`config.mk`:
```
export PLATFORM = sky130hd
export DESIGN_NAME = stc_serdes
export DESIGN_NICKNAME = d
export VERILOG_FILES = /design/src/common/stc_pkg.sv /design/src/logic/stc_serdes.sv
export SDC_FILE = /design/constraint.sdc
export NUM_CORES = 1
export LEC_CHECK = 0
export ABC_AREA = 0
export BUFFER_PORTS_ARGS = -buffer_cell sky130_fd_sc_hd__buf_2
export CAP_MARGIN = 20
export CORE_ASPECT_RATIO = 0.75
export CORE_MARGIN = 3
export CORE_UTILIZATION = 60
export CTS_BUF_LIST = sky130_fd_sc_hd__clkbuf_2
export DETAILED_ROUTE_END_ITERATION = 10
export GPL_TIMING_DRIVEN = 0
export PLACE_DENSITY_LB_ADDON = 0.05
export SKIP_LAST_GASP = 1
export SYNTH_ARGS = -nofsm -noshare
export SYNTH_HDL_FRONTEND = slang
export SYNTH_SLANG_ARGS = --single-unit
```
`constraint.sdc`:
```
create_clock -name clk -period 5.1 [get_ports clk]
set_clock_uncertainty 0.15 [all_clocks]
set_input_delay 1.02 -clock clk [delete_from_list [all_inputs] [get_ports clk]]
set_output_delay 1.02 -clock clk [all_outputs]
set_load 0.02 [all_outputs]
```
`src/common/stc_pkg.sv`:
```
// constants, types and register map of the ten-bit comma-align serdes
package stc_pkg;
   // word and pattern layout
   localparam int         WORD_W      = 10;
   localparam logic [9:0] COMMA_WORD  = 10'h17c;  // alignment char, bit 0 first
   localparam logic [9:0] WORD_ZERO   = 10'h000;
   localparam logic [3:0] POS_LAST    = 4'h9;     // last bit of a word
   localparam logic [3:0] HALF_LAST   = 4'h9;     // last bit of a half clock
   localparam logic [3:0] HALF_RESTART = 4'h1;    // half count after realign
   localparam logic [3:0] CNT_ZERO    = 4'h0;
   localparam logic [3:0] CNT_ONE     = 4'h1;
   // clock-rate and lock timing
   localparam int CLK_MHZ       = 25;
   localparam int INIT_LOCK_US  = 500;
   localparam int RELOCK_NS     = 2400;
   localparam int INIT_LOCK_CYC = INIT_LOCK_US * CLK_MHZ;
   localparam int RELOCK_CYC    = (RELOCK_NS * CLK_MHZ) / 1000;
   // run lengths that flag a disturbed stream
   localparam logic [4:0] RUN_SLIP  = 5'h06;
   localparam logic [4:0] RUN_LOSS  = 5'h14;
   localparam logic [4:0] RUN_ZERO  = 5'h00;
   localparam logic [4:0] RUN_ONE   = 5'h01;
   // register map
   localparam int          ADDR_W          = 12;
   localparam logic [11:0] CTRL_OFFSET     = 12'h000;
   localparam logic [11:0] STATUS_OFFSET   = 12'h004;
   localparam logic [11:0] COMMA_OFFSET    = 12'h008;
   localparam logic [11:0] REALIGN_OFFSET  = 12'h00c;
   localparam int          CTRL_ALIGN_BIT  = 0;
   localparam int          CTRL_LOOP_BIT   = 1;
   localparam int          CTRL_REF_BIT    = 2;
   localparam logic [2:0]  CTRL_RESET      = 3'h0;
   localparam logic [15:0] COUNT_ZERO      = 16'h0000;
   localparam logic [15:0] COUNT_ONE       = 16'h0001;
   localparam logic [31:0] DATA_ZERO       = 32'h0000_0000;
   localparam logic [31:0] TIMER_ZERO      = 32'h0000_0000;
   localparam logic [31:0] TIMER_ONE       = 32'h0000_0001;
   // receive lock states
   typedef enum logic [1:0] {
      LK_ACQUIRE,
      LK_LOCKED,
      LK_TRACK,
      LK_REFERENCE
   } stc_lock_e;
endpackage

```
`src/logic/stc_serdes.sv`:
```
// ten-bit serdes datapath with comma alignment, loopback and apb registers
`timescale 1ns/1ns
// What this block does
// - capture tx word on reference rising edge
// - bit clock is ten times reference
// - serialize bit 0 first up to 9
// - transmit latency about two bit clocks, 80 ns at 25 MHz
// - two antiphase byte clocks, divide by twenty
// - realigned alignment word valid at clock b rise
// - byte clocks only stretched, never shortened
// - byte clocks keep running on bad stream
// - auto lock, initial lock within 500 us
// - lock-to-reference presets the receiver
// - relock within 2.4 us after transient
// - compare serial window to alignment pattern
// - recognition uses full ten-bit character
// - on-boundary comma leaves boundary alone
// - straddling comma shifts boundary, next aligned
// - realign stretches at most ten bit times
// - comma detect high for one word
// - first received bit lands on bit 0
// - loopback routes tx internally, line static
// - comma detect only while align enabled
module stc_serdes
   import stc_pkg::*;
#(
   parameter int LOCK_INIT_CYC = stc_pkg::INIT_LOCK_CYC,
   parameter int LOCK_RELOCK_CYC = stc_pkg::RELOCK_CYC
) (
   input  wire logic                        clk,
   input  wire logic                        reset_n,
   input  wire logic                        clk_en,
   // parallel transmit side
   input  wire logic [stc_pkg::WORD_W-1:0]  tx_parallel_word,
   input  wire logic                        reference_clock_in,
   // serial line
   output logic                             tx_serial_p,
   output logic                             tx_serial_n,
   input  wire logic                        rx_serial_in,
   // parallel receive side
   output logic [stc_pkg::WORD_W-1:0]       rx_parallel_word,
   output logic                             rx_byte_clock_a,
   output logic                             rx_byte_clock_b,
   output logic                             comma_detect,
   output logic                             rx_locked,
   // mode pins
   input  wire logic                        comma_align_enable,
   input  wire logic                        lock_to_ref_select,
   input  wire logic                        internal_loopback_enable,
   // apb slave
   input  wire logic                        psel,
   input  wire logic                        penable,
   input  wire logic                        pwrite,
   input  wire logic [stc_pkg::ADDR_W-1:0]  paddr,
   input  wire logic [31:0]                 pwdata,
   input  wire logic [3:0]                  pstrb,
   output logic [31:0]                      prdata,
   output logic                             pready,
   output logic                             pslverr
);
   import stc_pkg::*;

   // software control bits, or-ed with the pins
   logic [2:0]         ctrl;          // soft enables
   logic [2:0]         next_ctrl;
   logic               align_on;      // alignment active
   logic               loop_on;       // internal loopback active
   logic               ref_on;        // lock to reference active
   // transmit path
   logic               ref_q;         // reference pin last sample
   logic               ref_rise;      // reference rising edge seen
   logic [WORD_W-1:0]  tx_shift;      // transmit shift register
   logic [WORD_W-1:0]  next_tx_shift;
   logic               next_tx_p;
   logic               next_tx_n;
   // receive lock
   logic               rx_bit;        // selected serial input
   logic               rx_last;       // previous serial bit
   logic [4:0]         run;           // identical-bit run length
   logic [4:0]         next_run;
   stc_lock_e          lock_st;       // receive lock state
   stc_lock_e          next_lock_st;
   logic [31:0]        tmr;           // lock timer
   logic [31:0]        next_tmr;
   // word alignment
   logic [WORD_W-1:0]  hist;          // last ten received bits
   logic [3:0]         pos;           // bit position in word
   logic [3:0]         next_pos;
   logic [3:0]         half;          // bit count in byte-clock half
   logic [3:0]         next_half;
   logic [WORD_W-1:0]  ready;         // word waiting for a clock edge
   logic [WORD_W-1:0]  next_ready;
   logic               ready_comma;   // waiting word is the comma
   logic               next_ready_comma;
   logic               pend;          // comma waits for clock b rise
   logic               next_pend;
   logic [WORD_W-1:0]  next_rx_word;
   logic               next_comma_det;
   logic               next_clk_b;
   logic               comma_seen;    // comma in the window now
   logic               on_bound;      // window is on word boundary
   logic               realign;       // comma straddles boundary
   logic               take;          // capture window this bit
   logic               toggle;        // byte clocks change this bit
   // statistics
   logic [15:0]        comma_cnt;     // commas presented
   logic [15:0]        next_comma_cnt;
   logic [15:0]        realign_cnt;   // boundary shifts
   logic [15:0]        next_realign_cnt;
   // bus
   logic               wr_en;         // write in access phase
   logic               mapped;        // address hits a register
   logic [31:0]        rd_mux;        // read data before the flop

   // effective modes
   assign align_on = comma_align_enable | ctrl[CTRL_ALIGN_BIT];
   assign loop_on  = internal_loopback_enable | ctrl[CTRL_LOOP_BIT];
   assign ref_on   = lock_to_ref_select | ctrl[CTRL_REF_BIT];

   // transmit: load on reference edge, shift out lsb first
   always_comb begin
      ref_rise = reference_clock_in & ~ref_q;
      if (ref_rise) begin
         next_tx_shift = tx_parallel_word;
      end else begin
         next_tx_shift = {1'b0, tx_shift[WORD_W-1:1]};
      end
      // line held static while looped back
      next_tx_p = loop_on ? 1'b0 : tx_shift[0];
      next_tx_n = loop_on ? 1'b1 : ~tx_shift[0];
   end

   // transmit registers; clk is the ten-times bit clock
   always_ff @(posedge clk) begin
      if (!reset_n) begin
         ref_q       <= 1'b0;
         tx_shift    <= WORD_ZERO;
         tx_serial_p <= 1'b0;
         tx_serial_n <= 1'b1;
      end else if (clk_en) begin
         ref_q       <= reference_clock_in;
         tx_shift    <= next_tx_shift;
         tx_serial_p <= next_tx_p;
         tx_serial_n <= next_tx_n;
      end
   end

   // serial input select: looped stream replaces the pin
   assign rx_bit = loop_on ? tx_shift[0] : rx_serial_in;

   // lock tracking from run lengths and timers
   always_comb begin
      next_lock_st = lock_st;
      next_tmr     = tmr;
      // run of identical bits, saturating
      if (rx_bit != rx_last) begin
         next_run = RUN_ZERO;
      end else if (run != RUN_LOSS) begin
         next_run = run + RUN_ONE;
      end else begin
         next_run = run;
      end
      if (ref_on) begin
         // preset: sit on the reference
         next_lock_st = LK_REFERENCE;
         next_tmr     = TIMER_ZERO;
      end else begin
         unique case (lock_st)
            LK_ACQUIRE: begin
               // power-up style acquisition
               if (tmr == TIMER_ZERO) begin
                  next_lock_st = LK_LOCKED;
               end else begin
                  next_tmr = tmr - TIMER_ONE;
               end
            end
            LK_LOCKED: begin
               // code-illegal run means a transient
               if (run == RUN_SLIP) begin
                  next_lock_st = LK_TRACK;
                  next_tmr = 32'(LOCK_RELOCK_CYC - 1);
               end
            end
            LK_TRACK: begin
               if (run == RUN_LOSS) begin
                  // too large: full reacquisition
                  next_lock_st = LK_ACQUIRE;
                  next_tmr = 32'(LOCK_INIT_CYC - 1);
               end else if (tmr == TIMER_ZERO) begin
                  next_lock_st = LK_LOCKED;
               end else begin
                  next_tmr = tmr - TIMER_ONE;
               end
            end
            LK_REFERENCE: begin
               // released preset: near rate, short relock
               next_lock_st = LK_TRACK;
               next_tmr = 32'(LOCK_RELOCK_CYC - 1);
            end
         endcase
      end
   end

   // lock registers
   always_ff @(posedge clk) begin
      if (!reset_n) begin
         rx_last   <= 1'b0;
         run       <= RUN_ZERO;
         lock_st   <= LK_ACQUIRE;
         tmr       <= 32'(LOCK_INIT_CYC - 1);
         rx_locked <= 1'b0;
      end else if (clk_en) begin
         rx_last   <= rx_bit;
         run       <= next_run;
         lock_st   <= next_lock_st;
         tmr       <= next_tmr;
         rx_locked <= (next_lock_st == LK_LOCKED) ||
                      (next_lock_st == LK_REFERENCE);
      end
   end

   // word framing and byte clocks
   always_comb begin
      // full ten-bit compare, only when framing is on
      comma_seen = align_on && (lock_st == LK_LOCKED) &&
                   (hist == COMMA_WORD);
      on_bound   = (pos == POS_LAST);
      realign    = comma_seen && !on_bound;
      take       = on_bound || realign;
      // realign restarts the half: lengthens it only
      toggle     = (half == HALF_LAST) && !realign;
      next_pos         = take ? CNT_ZERO : pos + CNT_ONE;
      next_half        = realign ? HALF_RESTART :
                         (toggle ? CNT_ZERO : half + CNT_ONE);
      next_ready       = ready;
      next_ready_comma = ready_comma;
      next_pend        = pend;
      next_rx_word     = rx_parallel_word;
      next_comma_det   = comma_detect;
      next_clk_b       = rx_byte_clock_b;
      // only a realigned comma waits for clock b; the word behind it
      // is dropped if it ends before clock b rises, on-boundary commas keep their own slot
      if (take && !pend) begin
         next_ready       = hist;
         next_ready_comma = comma_seen;
         next_pend        = realign;
      end
      if (toggle) begin
         next_clk_b = ~rx_byte_clock_b;
         if (!rx_byte_clock_b) begin
            // rising edge of clock b: comma goes out here
            next_rx_word   = ready;
            next_comma_det = ready_comma;
            next_pend      = 1'b0;
         end else if (!pend) begin
            next_rx_word   = ready;
            next_comma_det = 1'b0;
         end else begin
            // hold data until clock b rises again
            next_comma_det = 1'b0;
         end
      end
   end

   // framing registers; reference preset clears the framing
   always_ff @(posedge clk) begin
      if (!reset_n) begin
         hist             <= WORD_ZERO;
         pos              <= CNT_ZERO;
         half             <= CNT_ZERO;
         ready            <= WORD_ZERO;
         ready_comma      <= 1'b0;
         pend             <= 1'b0;
         rx_parallel_word <= WORD_ZERO;
         comma_detect     <= 1'b0;
         rx_byte_clock_a  <= 1'b1;
         rx_byte_clock_b  <= 1'b0;
      end else if (clk_en) begin
         hist             <= {rx_bit, hist[WORD_W-1:1]};
         half             <= next_half;
         rx_parallel_word <= next_rx_word;
         comma_detect     <= next_comma_det;
         rx_byte_clock_a  <= ~next_clk_b;
         rx_byte_clock_b  <= next_clk_b;
         if (ref_on) begin
            pos         <= CNT_ZERO;
            ready_comma <= 1'b0;
            pend        <= 1'b0;
            ready       <= next_ready;
         end else begin
            pos         <= next_pos;
            ready       <= next_ready;
            ready_comma <= next_ready_comma;
            pend        <= next_pend;
         end
      end
   end

   // statistics counters, wrap around
   always_comb begin
      next_comma_cnt   = comma_cnt;
      next_realign_cnt = realign_cnt;
      if (toggle && !rx_byte_clock_b && ready_comma) begin
         next_comma_cnt = comma_cnt + COUNT_ONE;
      end
      if (realign) begin
         next_realign_cnt = realign_cnt + COUNT_ONE;
      end
   end

   // counter registers
   always_ff @(posedge clk) begin
      if (!reset_n) begin
         comma_cnt   <= COUNT_ZERO;
         realign_cnt <= COUNT_ZERO;
      end else if (clk_en) begin
         comma_cnt   <= next_comma_cnt;
         realign_cnt <= next_realign_cnt;
      end
   end

   // apb decode: zero-wait answer while enabled
   always_comb begin
      pready  = clk_en;
      mapped  = (paddr == CTRL_OFFSET) || (paddr == STATUS_OFFSET) ||
                (paddr == COMMA_OFFSET) || (paddr == REALIGN_OFFSET);
      pslverr = psel && penable && !mapped;
      wr_en   = psel && penable && pwrite && clk_en;
      next_ctrl = ctrl;
      if (wr_en && (paddr == CTRL_OFFSET) && pstrb[0]) begin
         next_ctrl = pwdata[2:0];
      end
      unique case (paddr)
         CTRL_OFFSET:    rd_mux = {29'h0000_0000, ctrl};
         STATUS_OFFSET:  rd_mux = {25'h000_0000, pend, comma_detect,
                                   rx_byte_clock_b, lock_st, rx_locked,
                                   loop_on};
         COMMA_OFFSET:   rd_mux = {16'h0000, comma_cnt};
         REALIGN_OFFSET: rd_mux = {16'h0000, realign_cnt};
         default:        rd_mux = DATA_ZERO;
      endcase
   end

   // apb registers: read data caught in the setup cycle
   always_ff @(posedge clk) begin
      if (!reset_n) begin
         ctrl   <= CTRL_RESET;
         prdata <= DATA_ZERO;
      end else if (clk_en) begin
         ctrl <= next_ctrl;
         if (psel && !penable) begin
            prdata <= rd_mux;
         end
      end
   end

endmodule // stc_serdes

```
==> reports/summary.log <==
qor: grt.grt_start_max_net_pins 17
qor: layout.insertedDiodeCount 0
qor: logic_synthesis.yosys_warnings 0
qor: grt.congestion_overflow_gr 0
qor: outcome.outcome complete, no violations
qor: clock_network.post_cts_resize_count 0
qor: power.ir_worst_vdd 0.000194 V
qor: clock_network.clk_latency 0.70 ns
qor: worst_hold_path.worstHoldStart ready[1]
qor: detailed_routing.wire_per_inst 17.1 um
qor: floorplanning.placement_rows 33
qor: worst_setup_path.critPathArrivalTime 3.95 ns
qor: power.power_frac_comb 9.4%
qor: flow_run.max_cap_viol_count 0
qor: clock_network.number_of_clock_sinks 146
qor: logic_synthesis.avgSynthCellArea 8.43 um^2
qor: layout.syn2layout_area_growth 11.9%
qor: clock_network.clkTransAtPathRegs 0.22 ns
qor: worst_hold_path.min_path_type flop to flop
qor: detailed_routing.detail-route-antenna-nets 0
qor: sta.max_freq 285 MHz
qor: worst_setup_path.endpoint_kind flop
qor: placed_design.place.gp.congestion 0.905
qor: clock_network.clock_path_buffers 2
qor: sta.hold_violation_count_in_the_final_report 0
qor: floorplanning.fp.dieW 130 um
qor: floorplanning.floorplan.initialDensity 62.5%
qor: logic_synthesis.ys_top_cells_by_area sky130_fd_sc_hd__dfxtp_1, sky130_fd_sc_hd__nor2_1, sky130_fd_sc_hd__mux2i_1, sky130_fd_sc_hd__a21oi_1, sky130_fd_sc_hd__nand2_1
qor: power.cellInternalPower 1.50 mW
qor: clock_network.htreeDepth 4
qor: sta.final.min_clock_period 3.51 ns
qor: clock_network.cts-buffers-inserted 17
qor: power.power.density_cell_area 266 nW/um^2
qor: sta.postLayoutSetupSlackWorst 1.59 ns
qor: placed_design.detailed_place_hpwl 13700 um
qor: layout.finish.cell_count_without_fillers 1083
qor: grt.grt_antenna_before_repair 0
qor: placed_design.post-place-ws 1.16 ns
qor: placed_design.placed_cells 1051
qor: sta.rsz0062_at_grt no
qor: sta.layout_worst_path_cycle_share 68.9%
qor: floorplanning.ports 119
qor: detailed_routing.wirelength 18500 um
qor: logic_synthesis.ys_ff_latch 146
qor: logic_synthesis.ys_types 62
qor: worst_setup_path.worst_r2r_startpoint rx_locked
qor: power.p_sw_share 27.4%
qor: floorplanning.die_height 99.4 um
qor: logic_synthesis.synth_most_common_cell sky130_fd_sc_hd__dfxtp_1
qor: grt.globalRouteTotalUtil 28.6%
qor: worst_setup_path.timing_worst_setup_path_type flop to flop
qor: detailed_routing.drc 0
qor: worst_setup_path.crit_path_start_kind flop
qor: sta.tns 0 ns
qor: logic_synthesis.async_flop_share 0%
qor: detailed_routing.detail_route.first_pass.iterations 5
qor: logic_synthesis.synth_enable_flop_cells 0
qor: detailed_routing.vias_per_cell 6.06
qor: clock_network.cts-root-buf sky130_fd_sc_hd__clkbuf_2
qor: power.p_leak 3.16 nW
qor: layout.design.final.nets 1011
qor: grt.grt_pass1_wl 29400 um
qor: layout.drive_gt1_share 14.8%
qor: grt.grt_pass1_vias 6000
qor: worst_setup_path.maximum_fanout_count_along_the_critical_path 10
qor: logic_synthesis.post_synth_top_flop sky130_fd_sc_hd__dfxtp_1
qor: clock_network.tritoncts built
qor: power.seq_power_share 57.0%
qor: logic_synthesis.post-synth-top-area-fraction 41.9%
qor: layout.finalCoreUtilization 70.0%
qor: sta.max_slew_margin 43.5%
qor: logic_synthesis.ys_top_cells_by_count sky130_fd_sc_hd__dfxtp_1, sky130_fd_sc_hd__nor2_1, sky130_fd_sc_hd__nand2_1
qor: logic_synthesis.proportion_of_synthesized_chip_area_in_sequential_cells 41.9%
qor: floorplanning.die_area 13000 um^2
qor: logic_synthesis.synth.cell_area 6970 um^2
qor: worst_setup_path.worst_setup_path_startpoint rx_locked
qor: power.switchingPower 568 uW
qor: sta.finalSetupViolCount 0
qor: power.report.power.total 2.07 mW
qor: sta.finalMaxSlewViolations 0
qor: logic_synthesis.post_synth_inst_count 827
qor: logic_synthesis.cell_accounting_for_the_most_synthesized_area sky130_fd_sc_hd__dfxtp_1
qor: worst_setup_path.crit_required 5.54 ns
qor: floorplanning.core_area 11100 um^2
qor: detailed_routing.num_vias 6563
qor: clock_network.post_cts_repair_setup_buffers 0
qor: clock_network.hold_buf_cts 0
qor: power.p_clk_share 33.5%
qor: placed_design.count_of_input_and_output_buffers 68
qor: sta.worst-slew-pin-transition 0.840 ns
qor: detailed_routing.drt_first_iter_violations 634
-- power groups by stage --
stage          combinational, mW  sequential (mW)  clock (mW)
6_report                   0.196             1.18       0.695
5_1_grt                    0.213             1.18       0.760
3_5_place_dp               0.190             1.20           0
3_3_place_gp               0.185             1.20           0
4_1_cts                    0.192             1.18       0.703
2_1_floorplan              0.131             1.20           0
-- path summary, 6_finish.rpt --
| path | to | slack, ns | depth (start not counted) |
|---|---|---|---|
| hold / removal | rx_parallel_word[1] | 0.31 | 2 |
| hold reg to reg | rx_parallel_word[1] | 0.31 | 2 |
| setup / recovery | comma_cnt[13] | 1.59 | 14 |
| setup reg to reg | comma_cnt[13] | 1.59 | 14 |
-- state kept, by name, summed over array words and instances, names as in the netlist, 3 cells and up --
| signal | cells |
|---|---|
| tx_shift | 10 |
| ready | 10 |
| tmr | 32 |
| comma_cnt | 16 |
| hist | 9 |
| realign_cnt | 16 |
| pos | 4 |
| rx_parallel_word | 10 |
| ctrl | 3 |
| run | 5 |
| prdata | 16 |
| half | 4 |
-- cells in the final DEF (no fill, tap or decap), drive strengths merged, types with 12 or more instances in the layout --
| cell type | n |
|---|---|
| nand2 | 65 |
| xor2 | 20 |
| nor4 | 16 |
| o21ai | 45 |
| buf | 93 |
| nor2 | 124 |
| mux2i | 44 |
| a21oi | 53 |
| a211oi | 13 |
| conb | 16 |
| nor3 | 25 |
| dfxtp | 146 |
| clkbuf | 54 |
| and3 | 14 |
| nand4 | 14 |
| nand3 | 43 |
| inv | 18 |
| xnor2 | 18 |
| ha | 12 |
-- cell type report --
class	instances	area, um^2
Tap cell	140	175
Timing Repair Buffer	69	345
Clock inverter	14	161
Inverter	16	60.1
Fill cell	943	3350
Clock buffer	18	90.1
Sequential cell	146	2920
Buffer	60	295
Multi-Input combinational cell	620	3750
-- logic make-up (layout without fill, tap and decap cells) --
kind of cell	Yosys count	after routing	share of synthesized area (%)
AO/OA/AOI/OAI	148	148	12.7
XOR/XNOR	38	38	4.77
adder cells (fa/ha/maj)	12	12	2.15
buffers and inverters	76	177	5.10
flip-flops	146	146	41.9
multiplexers	52	52	8.09
other	1	16	0.0538
AND/OR/NAND/NOR	354	354	25.2
-- worst max-delay path, stage by stage (launching register included) --
cell	delay, ns
sky130_fd_sc_hd__dfxtp_1	0.36
sky130_fd_sc_hd__buf_4	0.18
sky130_fd_sc_hd__or4b_4	0.49
sky130_fd_sc_hd__nor4_4	0.33
sky130_fd_sc_hd__and2_1	0.19
sky130_fd_sc_hd__clkbuf_1	0.39
sky130_fd_sc_hd__nor2_1	0.08
sky130_fd_sc_hd__ha_1	0.19
sky130_fd_sc_hd__and3_1	0.19
sky130_fd_sc_hd__buf_1	0.18
sky130_fd_sc_hd__nand4_1	0.22
sky130_fd_sc_hd__nor3_1	0.14
sky130_fd_sc_hd__nand3_1	0.12
sky130_fd_sc_hd__xor2_1	0.17
sky130_fd_sc_hd__nor2_1	0.05
-- metrics by stage --
stage	area (um^2)	hold WS (ns)
after floorplan	7030	0.286
after global placement	7540	0.299
after detailed placement	7550	0.306
after CTS	7800	0.311
after global routing	7800	0.334
final	7800	0.314
-- per-layer routing --
| metal | share of wire [%] | GRT usage [%] |
|---|---|---|
| met4 | 1.5 | 8.06 |
| met2 | 41 | 40.7 |
| met5 | 0 | 0 |
| met3 | 9.5 | 6.33 |
| met1 | 48 | 43.6 |
No activity file was read; power rests on OpenSTA's default activity.
